$ cat src/core/irs_pkg.sv
// package: constants and bus carriers for the integrator readout sequencer
package irs_pkg;
  localparam int          IRS_CHANNELS      = 64;
  localparam int          IRS_DATA_W        = 12;
  localparam int          IRS_DRIVERS       = 2;
  localparam int          IRS_STEP_DIV      = 4;
  localparam int          IRS_SEQ_SKEW      = 2;
  localparam int          IRS_RST_SW_SEQ    = 32;
  localparam int          IRS_RST_SW_SIM    = 8;
  localparam int          IRS_BYPASS_FALLS  = 64;
  localparam int          IRS_CASC_DEPTH    = 8;
  // register map, byte addresses
  localparam logic [31:0] IRS_CTRL_OFS      = 32'h0000_0000;
  localparam logic [31:0] IRS_STAT_OFS      = 32'h0000_0004;
  localparam logic [31:0] IRS_CTRL_RST      = 32'h0000_0003;
  localparam int          IRS_CTRL_TAP_LSB  = 0;
  localparam int          IRS_CTRL_TAP_W    = 3;
  localparam int          IRS_STAT_STEP_LSB = 0;
  localparam int          IRS_STAT_EOC_BIT  = 8;
  localparam int          IRS_STAT_HIZ_BIT  = 9;
  localparam int          IRS_STAT_RSW_BIT  = 10;
  localparam int          IRS_STAT_BYP_BIT  = 11;
  localparam int          IRS_STAT_RNG_LSB  = 12;
  localparam int          IRS_STAT_SIM_BIT  = 15;
  localparam int          IRS_STAT_DN_BIT   = 16;
  localparam int          IRS_STAT_PD_BIT   = 17;
  localparam int          IRS_STAT_NAP_BIT  = 18;
  localparam logic [1:0]  IRS_RESP_OKAY     = 2'h0;
  localparam logic [1:0]  IRS_RESP_SLVERR   = 2'h2;
  // pin vector positions
  localparam int          IRS_P_RCLK  = 0;
  localparam int          IRS_P_START = 1;
  localparam int          IRS_P_ICLR  = 2;
  localparam int          IRS_P_SHS   = 3;
  localparam int          IRS_P_SHR   = 4;
  localparam int          IRS_P_FBW   = 5;
  localparam int          IRS_P_PDN   = 6;
  localparam int          IRS_P_NAPN  = 7;
  localparam int          IRS_P_HIZ   = 8;
  localparam int          IRS_P_RNG0  = 9;
  localparam int          IRS_P_POL   = 12;
  localparam int          IRS_P_MODE  = 13;
  localparam int          IRS_PINS    = 14;

  typedef enum logic [1:0] {
    IRS_IDLE  = 2'b00,
    IRS_ARMED = 2'b01,
    IRS_READ  = 2'b10,
    IRS_DONE  = 2'b11
  } irs_state_t;

  typedef struct packed {
    logic        awvalid;
    logic [31:0] awaddr;
    logic        wvalid;
    logic [31:0] wdata;
    logic [3:0]  wstrb;
    logic        bready;
    logic        arvalid;
    logic [31:0] araddr;
    logic        rready;
  } irs_axi_req_t;

  typedef struct packed {
    logic        awready;
    logic        wready;
    logic        bvalid;
    logic [1:0]  bresp;
    logic        arready;
    logic        rvalid;
    logic [31:0] rdata;
    logic [1:0]  rresp;
  } irs_axi_rsp_t;
endpackage : irs_pkg

$ cat src/core/irs_sequencer.sv
// integrator readout sequencer: pin sequencing, cds hold, output drivers, axi4-lite status
//
// What this block does
// simultaneous mode advances channel every readout rising edge
// sequential mode advances every fourth readout rising edge
// start rising edge clears channel counter
// start falling edge begins shifting data out
// end-of-conversion low only during active read
// cascade output is delayed copy of start
// hiz enable floats drivers after 64 channels
// clear rising edge starts integrator reset
// signal strobe captures post-integration level, all channels
// reset strobe captures reset level, all channels
// filter bandwidth follows bandwidth control level
// controller raises bandwidth early, drops late
// power-down input low enters power-down
// nap input low enters nap mode
// three range inputs form binary range number
// polarity high integrates downward from positive reference
// polarity low integrates upward from negative reference
// mode high drives both drivers together
// mode low skews driver 0 two clocks
// reset switch closed 32 or 8 clocks
// filter bypass opens on 64th falling edge
// counter stops after 64 channels until restart
`timescale 1ns/1ps
module irs_sequencer
  import irs_pkg::*;
#(
  parameter int CHANNELS = irs_pkg::IRS_CHANNELS,
  parameter int DATA_W   = irs_pkg::IRS_DATA_W
) (
  input  wire logic                                 clk,
  input  wire logic                                 reset,
  input  wire logic                                 readout_clk,
  input  wire logic                                 readout_start_in,
  input  wire logic                                 integrator_clear,
  input  wire logic                                 signal_sample_strobe,
  input  wire logic                                 reset_sample_strobe,
  input  wire logic                                 filter_bw_ctrl,
  input  wire logic                                 power_down_n,
  input  wire logic                                 nap_n,
  input  wire logic                                 output_hiz_enable,
  input  wire logic                                 range_sel_msb,
  input  wire logic                                 range_sel_mid,
  input  wire logic                                 range_sel_lsb,
  input  wire logic                                 polarity_select,
  input  wire logic                                 output_mode_select,
  input  wire logic [CHANNELS-1:0][DATA_W-1:0]      integ_level,
  output logic      [irs_pkg::IRS_DRIVERS-1:0][DATA_W-1:0] diff_out_pos,
  output logic      [irs_pkg::IRS_DRIVERS-1:0][DATA_W-1:0] diff_out_neg,
  output logic      [irs_pkg::IRS_DRIVERS-1:0]      diff_out_oe,
  output logic                                      eoc,
  output logic                                      start_cascade_out,
  output logic                                      integ_reset_sw,
  output logic                                      filter_bypass_sw,
  output logic                                      filter_high_bw,
  output logic                                      power_down_active,
  output logic                                      nap_active,
  output logic      [2:0]                           range_num,
  output logic                                      integrate_down,
  input  wire irs_pkg::irs_axi_req_t                axi_req,
  output irs_pkg::irs_axi_rsp_t                     axi_rsp
);
  import irs_pkg::*;

  localparam int HALF   = CHANNELS / 2;
  localparam int STEP_W = $clog2(HALF + 1);

  // sync flops reset to idle pin levels: no false power-down or edge after reset
  localparam logic [IRS_PINS-1:0] PIN_IDLE = IRS_PINS'((1 << IRS_P_PDN) | (1 << IRS_P_NAPN));
  // pin synchronisers: s1 feeds only s2
  logic [IRS_PINS-1:0] pins_raw;
  logic [IRS_PINS-1:0] s1_q;
  logic [IRS_PINS-1:0] s2_q;
  logic [IRS_PINS-1:0] s3_q;
  assign pins_raw = {output_mode_select, polarity_select, range_sel_msb, range_sel_mid, range_sel_lsb,
                     output_hiz_enable, nap_n, power_down_n, filter_bw_ctrl, reset_sample_strobe,
                     signal_sample_strobe, integrator_clear, readout_start_in, readout_clk};
  always_ff @(posedge clk) begin
    if (reset) begin
      s1_q <= PIN_IDLE;
      s2_q <= PIN_IDLE;
      s3_q <= PIN_IDLE;
    end else begin
      s1_q <= pins_raw;
      s2_q <= s1_q;
      s3_q <= s2_q;
    end
  end

  wire [IRS_PINS-1:0] rise = s2_q & ~s3_q;
  wire [IRS_PINS-1:0] fall = ~s2_q & s3_q;
  wire rclk_rise  = rise[IRS_P_RCLK];
  wire rclk_fall  = fall[IRS_P_RCLK];
  wire start_rise = rise[IRS_P_START];
  wire start_fall = fall[IRS_P_START];
  wire simult     = s2_q[IRS_P_MODE];
  wire pd_on      = ~s2_q[IRS_P_PDN];

  // static mode decodes
  assign filter_high_bw    = s2_q[IRS_P_FBW];
  assign power_down_active = pd_on;
  assign nap_active        = ~s2_q[IRS_P_NAPN];
  assign range_num         = s2_q[IRS_P_RNG0 +: 3];
  assign integrate_down    = s2_q[IRS_P_POL];

  // integrator reset and filter bypass, timed in readout falling edges
  logic [6:0] fall_cnt_q;
  logic       rst_window_q;
  always_ff @(posedge clk) begin
    if (reset) begin
      fall_cnt_q   <= '0;
      rst_window_q <= 1'b0;
    end else if (rise[IRS_P_ICLR]) begin
      fall_cnt_q   <= '0;
      rst_window_q <= 1'b1;
    end else if (rst_window_q && rclk_fall) begin
      fall_cnt_q   <= fall_cnt_q + 7'h01;
      rst_window_q <= (fall_cnt_q != 7'(IRS_BYPASS_FALLS - 1));
    end
  end
  wire [6:0] rsw_limit = simult ? 7'(IRS_RST_SW_SIM) : 7'(IRS_RST_SW_SEQ);
  assign integ_reset_sw   = rst_window_q && (fall_cnt_q < rsw_limit);
  assign filter_bypass_sw = rst_window_q;

  // cds hold: reset level and signal level per channel
  logic [CHANNELS-1:0][DATA_W-1:0] rst_lvl_q;
  logic [CHANNELS-1:0][DATA_W-1:0] sig_lvl_q;
  genvar gi;
  generate
    for (gi = 0; gi < CHANNELS; gi++) begin : g_cds
      always_ff @(posedge clk) begin
        if (reset) begin
          rst_lvl_q[gi] <= '0;
          sig_lvl_q[gi] <= '0;
        end else begin
          if (rise[IRS_P_SHR]) rst_lvl_q[gi] <= integ_level[gi];
          if (rise[IRS_P_SHS]) sig_lvl_q[gi] <= integ_level[gi];
        end
      end
    end
  endgenerate

  // held difference; sign follows the integration direction
  function automatic logic [DATA_W-1:0] cds_diff(input logic [DATA_W-1:0] r, input logic [DATA_W-1:0] s,
                                                 input logic down);
    cds_diff = down ? DATA_W'(r - s) : DATA_W'(s - r);
  endfunction : cds_diff

  // readout sequencer
  irs_state_t        state_q;
  logic [STEP_W-1:0] step_q;
  logic [1:0]        div_q;
  logic [1:0]        tail_q;
  wire step_now = (state_q == IRS_READ) && rclk_rise && (simult || div_q == 2'(IRS_STEP_DIV - 1));
  wire last_step = step_now && (step_q == STEP_W'(HALF - 1));
  always_ff @(posedge clk) begin
    if (reset) begin
      state_q <= IRS_IDLE;
      step_q  <= '0;
      div_q   <= '0;
    end else if (start_rise) begin
      state_q <= IRS_ARMED;
      step_q  <= '0;
      div_q   <= '0;
    end else begin
      case (state_q)
        IRS_ARMED: begin
          if (start_fall) state_q <= IRS_READ;
        end
        IRS_READ: begin
          if (rclk_rise) div_q <= div_q + 2'h1;
          if (step_now) step_q <= step_q + STEP_W'(1);
          if (last_step) state_q <= IRS_DONE;
        end
        default: state_q <= state_q;
      endcase
    end
  end
  assign eoc = (state_q != IRS_READ);

  // driver data; driver 0 carries the low half, driver 1 the high half
  logic [DATA_W-1:0] d0_cur_q;
  logic [DATA_W-1:0] d1_cur_q;
  logic [IRS_SEQ_SKEW-1:0][DATA_W-1:0] skew_q;
  wire  [$clog2(CHANNELS)-1:0] ch_lo = ($clog2(CHANNELS))'(step_q);
  wire  [$clog2(CHANNELS)-1:0] ch_hi = ($clog2(CHANNELS))'(step_q + STEP_W'(HALF));
  always_ff @(posedge clk) begin
    if (reset) begin
      d0_cur_q <= '0;
      d1_cur_q <= '0;
      skew_q   <= '0;
      tail_q   <= '0;
    end else begin
      if (step_now) begin
        d0_cur_q <= cds_diff(rst_lvl_q[ch_lo], sig_lvl_q[ch_lo], integrate_down);
        d1_cur_q <= cds_diff(rst_lvl_q[ch_hi], sig_lvl_q[ch_hi], integrate_down);
      end
      // skew line moves on every readout rising edge so driver 0 lags by two clocks
      if (rclk_rise) begin
        skew_q[0] <= d0_cur_q;
        skew_q[IRS_SEQ_SKEW-1] <= skew_q[0];
      end
      if (state_q != IRS_DONE) tail_q <= '0;
      else if (rclk_rise && tail_q != 2'(IRS_SEQ_SKEW)) tail_q <= tail_q + 2'h1;
    end
  end
  wire [DATA_W-1:0] d0_out = simult ? d0_cur_q : skew_q[IRS_SEQ_SKEW-1];
  // in sequential mode driver 0 still owes its last word, so hold off the float
  wire drained = (state_q == IRS_DONE) && (simult || tail_q == 2'(IRS_SEQ_SKEW));
  wire hiz     = pd_on || (s2_q[IRS_P_HIZ] && drained);
  assign diff_out_pos[0] = d0_out;
  assign diff_out_pos[1] = d1_cur_q;
  assign diff_out_neg[0] = ~d0_out;
  assign diff_out_neg[1] = ~d1_cur_q;
  assign diff_out_oe     = {IRS_DRIVERS{~hiz}};

  // cascade start delay: tap chosen by software
  logic [31:0]               ctrl_q;
  logic [IRS_CASC_DEPTH-1:0] casc_q;
  always_ff @(posedge clk) begin
    if (reset) casc_q <= '0;
    else       casc_q <= {casc_q[IRS_CASC_DEPTH-2:0], s2_q[IRS_P_START]};
  end
  assign start_cascade_out = casc_q[ctrl_q[IRS_CTRL_TAP_LSB +: IRS_CTRL_TAP_W]];

  // axi4-lite slave, one write and one read at a time
  logic        aw_q;
  logic        w_q;
  logic [31:0] awaddr_q;
  logic [31:0] wdata_q;
  logic [3:0]  wstrb_q;
  logic        bvalid_q;
  logic [1:0]  bresp_q;
  logic        rvalid_q;
  logic [31:0] rdata_q;
  logic [1:0]  rresp_q;
  wire aw_take = axi_req.awvalid && !aw_q && !bvalid_q;
  wire w_take  = axi_req.wvalid && !w_q && !bvalid_q;
  wire wr_go   = aw_q && w_q && !bvalid_q;
  wire wr_ctrl = (awaddr_q[31:2] == IRS_CTRL_OFS[31:2]);
  wire wr_stat = (awaddr_q[31:2] == IRS_STAT_OFS[31:2]);
  wire ar_take = axi_req.arvalid && !rvalid_q;
  wire rd_ctrl = (axi_req.araddr[31:2] == IRS_CTRL_OFS[31:2]);
  wire rd_stat = (axi_req.araddr[31:2] == IRS_STAT_OFS[31:2]);

  logic [31:0] status;
  always_comb begin
    status = '0;
    status[IRS_STAT_STEP_LSB +: STEP_W] = step_q;
    status[IRS_STAT_EOC_BIT]            = eoc;
    status[IRS_STAT_HIZ_BIT]            = hiz;
    status[IRS_STAT_RSW_BIT]            = integ_reset_sw;
    status[IRS_STAT_BYP_BIT]            = filter_bypass_sw;
    status[IRS_STAT_RNG_LSB +: 3]       = range_num;
    status[IRS_STAT_SIM_BIT]            = simult;
    status[IRS_STAT_DN_BIT]             = integrate_down;
    status[IRS_STAT_PD_BIT]             = power_down_active;
    status[IRS_STAT_NAP_BIT]            = nap_active;
  end
  wire [31:0] rd_word = rd_ctrl ? ctrl_q : (rd_stat ? status : 32'h0000_0000);

  always_ff @(posedge clk) begin
    if (reset) begin
      aw_q     <= 1'b0;
      w_q      <= 1'b0;
      awaddr_q <= '0;
      wdata_q  <= '0;
      wstrb_q  <= '0;
      bvalid_q <= 1'b0;
      bresp_q  <= IRS_RESP_OKAY;
      ctrl_q   <= IRS_CTRL_RST;
    end else begin
      if (aw_take) begin
        aw_q     <= 1'b1;
        awaddr_q <= axi_req.awaddr;
      end
      if (w_take) begin
        w_q     <= 1'b1;
        wdata_q <= axi_req.wdata;
        wstrb_q <= axi_req.wstrb;
      end
      if (wr_go) begin
        aw_q     <= 1'b0;
        w_q      <= 1'b0;
        bvalid_q <= 1'b1;
        bresp_q  <= (wr_ctrl || wr_stat) ? IRS_RESP_OKAY : IRS_RESP_SLVERR;
        // only the tap field holds state; other bits read back as zero
        if (wr_ctrl && wstrb_q[0]) begin
          ctrl_q[IRS_CTRL_TAP_LSB +: IRS_CTRL_TAP_W] <= wdata_q[IRS_CTRL_TAP_LSB +: IRS_CTRL_TAP_W];
        end
      end else if (bvalid_q && axi_req.bready) begin
        bvalid_q <= 1'b0;
      end
    end
  end

  always_ff @(posedge clk) begin
    if (reset) begin
      rvalid_q <= 1'b0;
      rdata_q  <= '0;
      rresp_q  <= IRS_RESP_OKAY;
    end else if (ar_take) begin
      rvalid_q <= 1'b1;
      rdata_q  <= rd_word;
      rresp_q  <= (rd_ctrl || rd_stat) ? IRS_RESP_OKAY : IRS_RESP_SLVERR;
    end else if (rvalid_q && axi_req.rready) begin
      rvalid_q <= 1'b0;
    end
  end

  assign axi_rsp.awready = !aw_q && !bvalid_q;
  assign axi_rsp.wready  = !w_q && !bvalid_q;
  assign axi_rsp.bvalid  = bvalid_q;
  assign axi_rsp.bresp   = bresp_q;
  assign axi_rsp.arready = !rvalid_q;
  assign axi_rsp.rvalid  = rvalid_q;
  assign axi_rsp.rdata   = rdata_q;
  assign axi_rsp.rresp   = rresp_q;
endmodule : irs_sequencer

$ cat config.mk
export PLATFORM = sky130hd
export DESIGN_NAME = irs_sequencer
export DESIGN_NICKNAME = d
export VERILOG_FILES = /design/src/core/irs_pkg.sv /design/src/core/irs_sequencer.sv
export SDC_FILE = /design/constraint.sdc
export NUM_CORES = 2
export LEC_CHECK = 0
export BUFFER_PORTS_ARGS = -buffer_cell sky130_fd_sc_hd__buf_2
export CAP_MARGIN = 20
export CORE_MARGIN = 4
export CORE_UTILIZATION = 35
export CTS_BUF_LIST = sky130_fd_sc_hd__clkbuf_8
export CTS_CLUSTER_SIZE = 14
export DETAILED_ROUTE_END_ITERATION = 6
export PLACE_DENSITY = 0.49
export SLEW_MARGIN = 15
export SYNTH_ARGS = -nofsm -noshare
export SYNTH_HDL_FRONTEND = slang
export SYNTH_SLANG_ARGS = --single-unit
export TNS_END_PERCENT = 100
$ cat constraint.sdc
create_clock -name clk -period 5.8 [get_ports clk]
set_clock_uncertainty 0.2 [all_clocks]
set_input_delay 1.45 -clock clk [delete_from_list [all_inputs] [get_ports clk]]
set_output_delay 1.45 -clock clk [all_outputs]
set_load 0.1 [all_outputs]
==> results.tsv <==
stage	metric	value	unit
synth	synth_edf_count	0	
power_and_ir_drop	p_leak	0.03124	uW
synth	avgSynthCellArea	8.602	um^2
global_routing	grt_pass1_vias	60520	
timing	rsz0062_at_grt	false	
critical_path	required	6.57	ns
critical_path	worst-path-buf-inv	3	
power_and_ir_drop	power.internal	19000	uW
floorplan	rows	166	
critical_path	worstPathArrival	6.14	ns
timing	setup_ws	0.4266	ns
power_and_ir_drop	pwr-share-comb	0.081	
timing	min_period	5.373	ns
clock_tree	cts_buffers	322	
synth	async_flop_share	0	
timing	setup-tns-final	0	ns
layout	fin_util	0.4182	
min_path	worstHoldEndpoint	s2_q[6]$_SDFF_PP1_	
clock_tree	cts_resized	0	
timing	finalHoldViolations	0	
layout	fin_cells	12160	
drt	routedWlPerCell	22.92	um
floorplan	io_pins	991	
timing	worstMarginPinSlew	1.212	ns
layout	final_cell_mix	nand2_1 (3289), dfxtp_1 (1697), a21oi_1 (1628)	
layout	syn_to_final_growth	18.42	%
place	preCtsSetupSlack	0.4419	ns
drt	first_pass_iters	7	
critical_path	crit_family	multiplexers	
clock_tree	numClockSinks	1704	
power_and_ir_drop	clockPowerShare	0.441	
synth	syn-cell-area	72550	um^2
layout	nets	10110	
global_routing	antenna_found_initial	197	
critical_path	cp_max_fo	17	
place	dp.cells	11530	
timing	final-setup-viol-count	0	
floorplan	fp.dieW	463.3	um
floorplan	die_area	214600	um^2
critical_path	crit_type	reg -> reg	
run	maxCapViolCount	0	
synth	ys_types	62	
synth	synth-main-ff-cell	dfxtp_1	
critical_path	critPathMaxStageDelay	0.75	ns
global_routing	track_usage	0.2492	
clock_tree	root_buffer	clkbuf_8	
timing	drv_slew	0	
drt	vias	63310	
drt	drcViolationCount	2	
critical_path	crit_chain	buf_12, buf_4, mux4_2, mux4_2, mux2i_1, nand2_1, o21ai_0, inv_1, ha_1, fa_1, nor2b_1, o21ai_0, nand3_1, a41oi_1, o22ai_1, a221oi_1, or4_1, nand3_1	
drt	drt-total-wl	278800	um
floorplan	start_util	0.3532	
critical_path	end_kind	flip-flop	
power_and_ir_drop	peakVddDrop	0.2290	mV
power_and_ir_drop	swShare	0.2618	
synth	yosys_register_bits	1704	
clock_tree	cts_tree	done	
status	violations	design-rule violations	
timing	fin_crit_sh	0.9264	
place	place.gp.congestion	0.8544	
layout	final_common_cell	nand2_1	
critical_path	r2r_setup_slack	0.43	ns
timing	max_freq	186.1	MHz
layout	drive_gt1_frac	0.2176	
min_path	holdCritStartpoint	s1_q[6]$_SDFF_PP1_	
drt	first_iter_violations	5337	
timing	whs	0.2052	ns
drt	avgViaCountPerCell	5.206	
place	hpwl	200000	um
global_routing	grt_pass1_wl	404600	um
power_and_ir_drop	p_per_area	299.6	nW/um^2
clock_tree	clockBufferDepth	4	
min_path	hold_path_class	reg -> reg	
critical_path	cp_slowest_cell	dfxtp_4	
place	port_buffers	937	
global_routing	grt_start_max_net_pins	216	
critical_path	r2r-start	ch_lo[1]$_SDFFE_PP0P_	
critical_path	r2r_cells	18	
global_routing	grt_overflow	0	
clock_tree	clk_pin_slew	0.07	ns
min_path	min_path_cells	1	
status	status	finished, violations left	
drt	ant_nets	0	
floorplan	chipHeight	463.3	um
clock_tree	postCtsHoldBufs	0	
critical_path	startpoint_type	flip-flop	
timing	max_slew_margin	0.1921	
power_and_ir_drop	sequentialPowerShare	0.478	
clock_tree	postCtsSetupRepairBufs	0	
floorplan	fp.coreArea	205400	um^2
clock_tree	clkLatencyLatePin	1.08	ns
synth	synth_warnings	0	
synth	yosysSeqAreaShare	0.4702	
clock_tree	ctsHtreeMaxLevel	5	
critical_path	r2r-end	d0_cur_q[10]$_SDFFE_PP0P_	
power_and_ir_drop	p_sw	6737	uW
synth	syn_inst	8434	
through the flow:
| stage | power [uW] | cell area [um^2] |
|---|---|---|
| 3_5_place_dp | 14650 | 79590 |
| 3_3_place_gp | 14600 | 79560 |
| 2_1_floorplan | 13700 | 72610 |
| 6_report | 25740 | 85910 |
| 5_1_grt | 26830 | 85750 |
| 4_1_cts | 26070 | 85630 |
metal layers:
metal  share of wire  vias to the layer above  global-route usage
met5          0.0019                        -                   0
met4           0.036                       88             0.09402
met3           0.074                      558             0.06514
met2            0.47                     2021              0.4027
met1            0.42                    30720              0.3199
li1                -                    29920                   -
Yosys cell counts (all sizes together) (3+ instances only):
library cell,count,area (um^2)
a21oi,1628,8148
clkbuf,553,2076
nor4,12,75.07
mux2i,75,750.7
a41oi,3,26.28
and4,3,26.28
dfxtp,1704,34110
fa,4,80.08
nand2b,7,43.79
nor2,70,262.8
ha,51,638.1
a22oi,21,157.7
xnor2,15,131.4
xor2,15,131.4
a221oi,7,73.82
a31oi,8,50.05
mux2,32,360.4
a211oi,23,172.7
nand4,7,43.79
o221ai,6,52.55
mux4,462,10400
o31ai,5,37.54
buf,156,868.3
nand3,12,60.06
or2,28,175.2
nor3,9,45.04
nand3b,4,33.78
inv,92,345.3
nand2,3289,12350
o22ai,7,43.79
o21ai,44,220.2
nor2b,52,325.3
and2,5,31.28
power groups by stage:
| stage | Clock, uW | Sequential, uW | Combinational [uW] |
|---|---|---|---|
| after floorplan | 0 | 12500 | 1210 |
| after global placement | 0 | 12500 | 2060 |
| after detailed placement | 0 | 12500 | 2100 |
| after CTS | 11700 | 12300 | 2100 |
| after global routing | 12200 | 12300 | 2290 |
| final | 11300 | 12300 | 2100 |
flip-flops by register name, summed over array words and instances (netlist names), 6 cells and up:
signal and cells:
fall_cnt_q 7, s2_q 14, sig_lvl_q 768, s1_q 14
rdata_q 17, casc_q 7, awaddr_q 30, rst_lvl_q 768
d1_cur_q 12, skew_q 24, ch_lo 6, d0_cur_q 12
final cells by class:
| cell class | instances | area [um^2] |
|---|---|---|
| antenna | 100 | 250.2 |
| fill | 20730 | 119500 |
| clock buffer | 387 | 5326 |
| multi-input combinational | 5944 | 35240 |
| inverter | 93 | 349.1 |
| clock inverter | 145 | 715.7 |
| sequential | 1704 | 34130 |
| tap | 2688 | 3363 |
| timing repair buffer | 1101 | 6534 |
worst max-delay path by stage:
stage	start	to	slack [ns]	depth (start not counted)
after floorplan	s2_q[13]$_SDFF_PP0_	diff_out_pos[2]	0.36	4
after global placement	ch_lo[1]$_SDFFE_PP0P_	d0_cur_q[10]$_SDFFE_PP0P_	0.47	18
after detailed placement	ch_lo[1]$_SDFFE_PP0P_	d0_cur_q[10]$_SDFFE_PP0P_	0.44	18
after CTS	ch_lo[1]$_SDFFE_PP0P_	d0_cur_q[10]$_SDFFE_PP0P_	0.42	18
after global routing	ch_lo[0]$_SDFFE_PP0P_	d0_cur_q[9]$_SDFFE_PP0P_	0.1	18
final	ch_lo[1]$_SDFFE_PP0P_	d0_cur_q[10]$_SDFFE_PP0P_	0.43	18
cells by family after synthesis:
family | after synthesis | synth area share
compound gates | 1766 | 0.1255
xor+xnor | 30 | 0.003622
fa+ha+maj | 55 | 0.009899
buf+inv | 802 | 0.04539
flops | 1704 | 0.4702
mux | 569 | 0.1587
other cells | 1 | 0.00005169
simple gates | 3507 | 0.1866
Note: power is estimated with default switching activity, not from simulation.
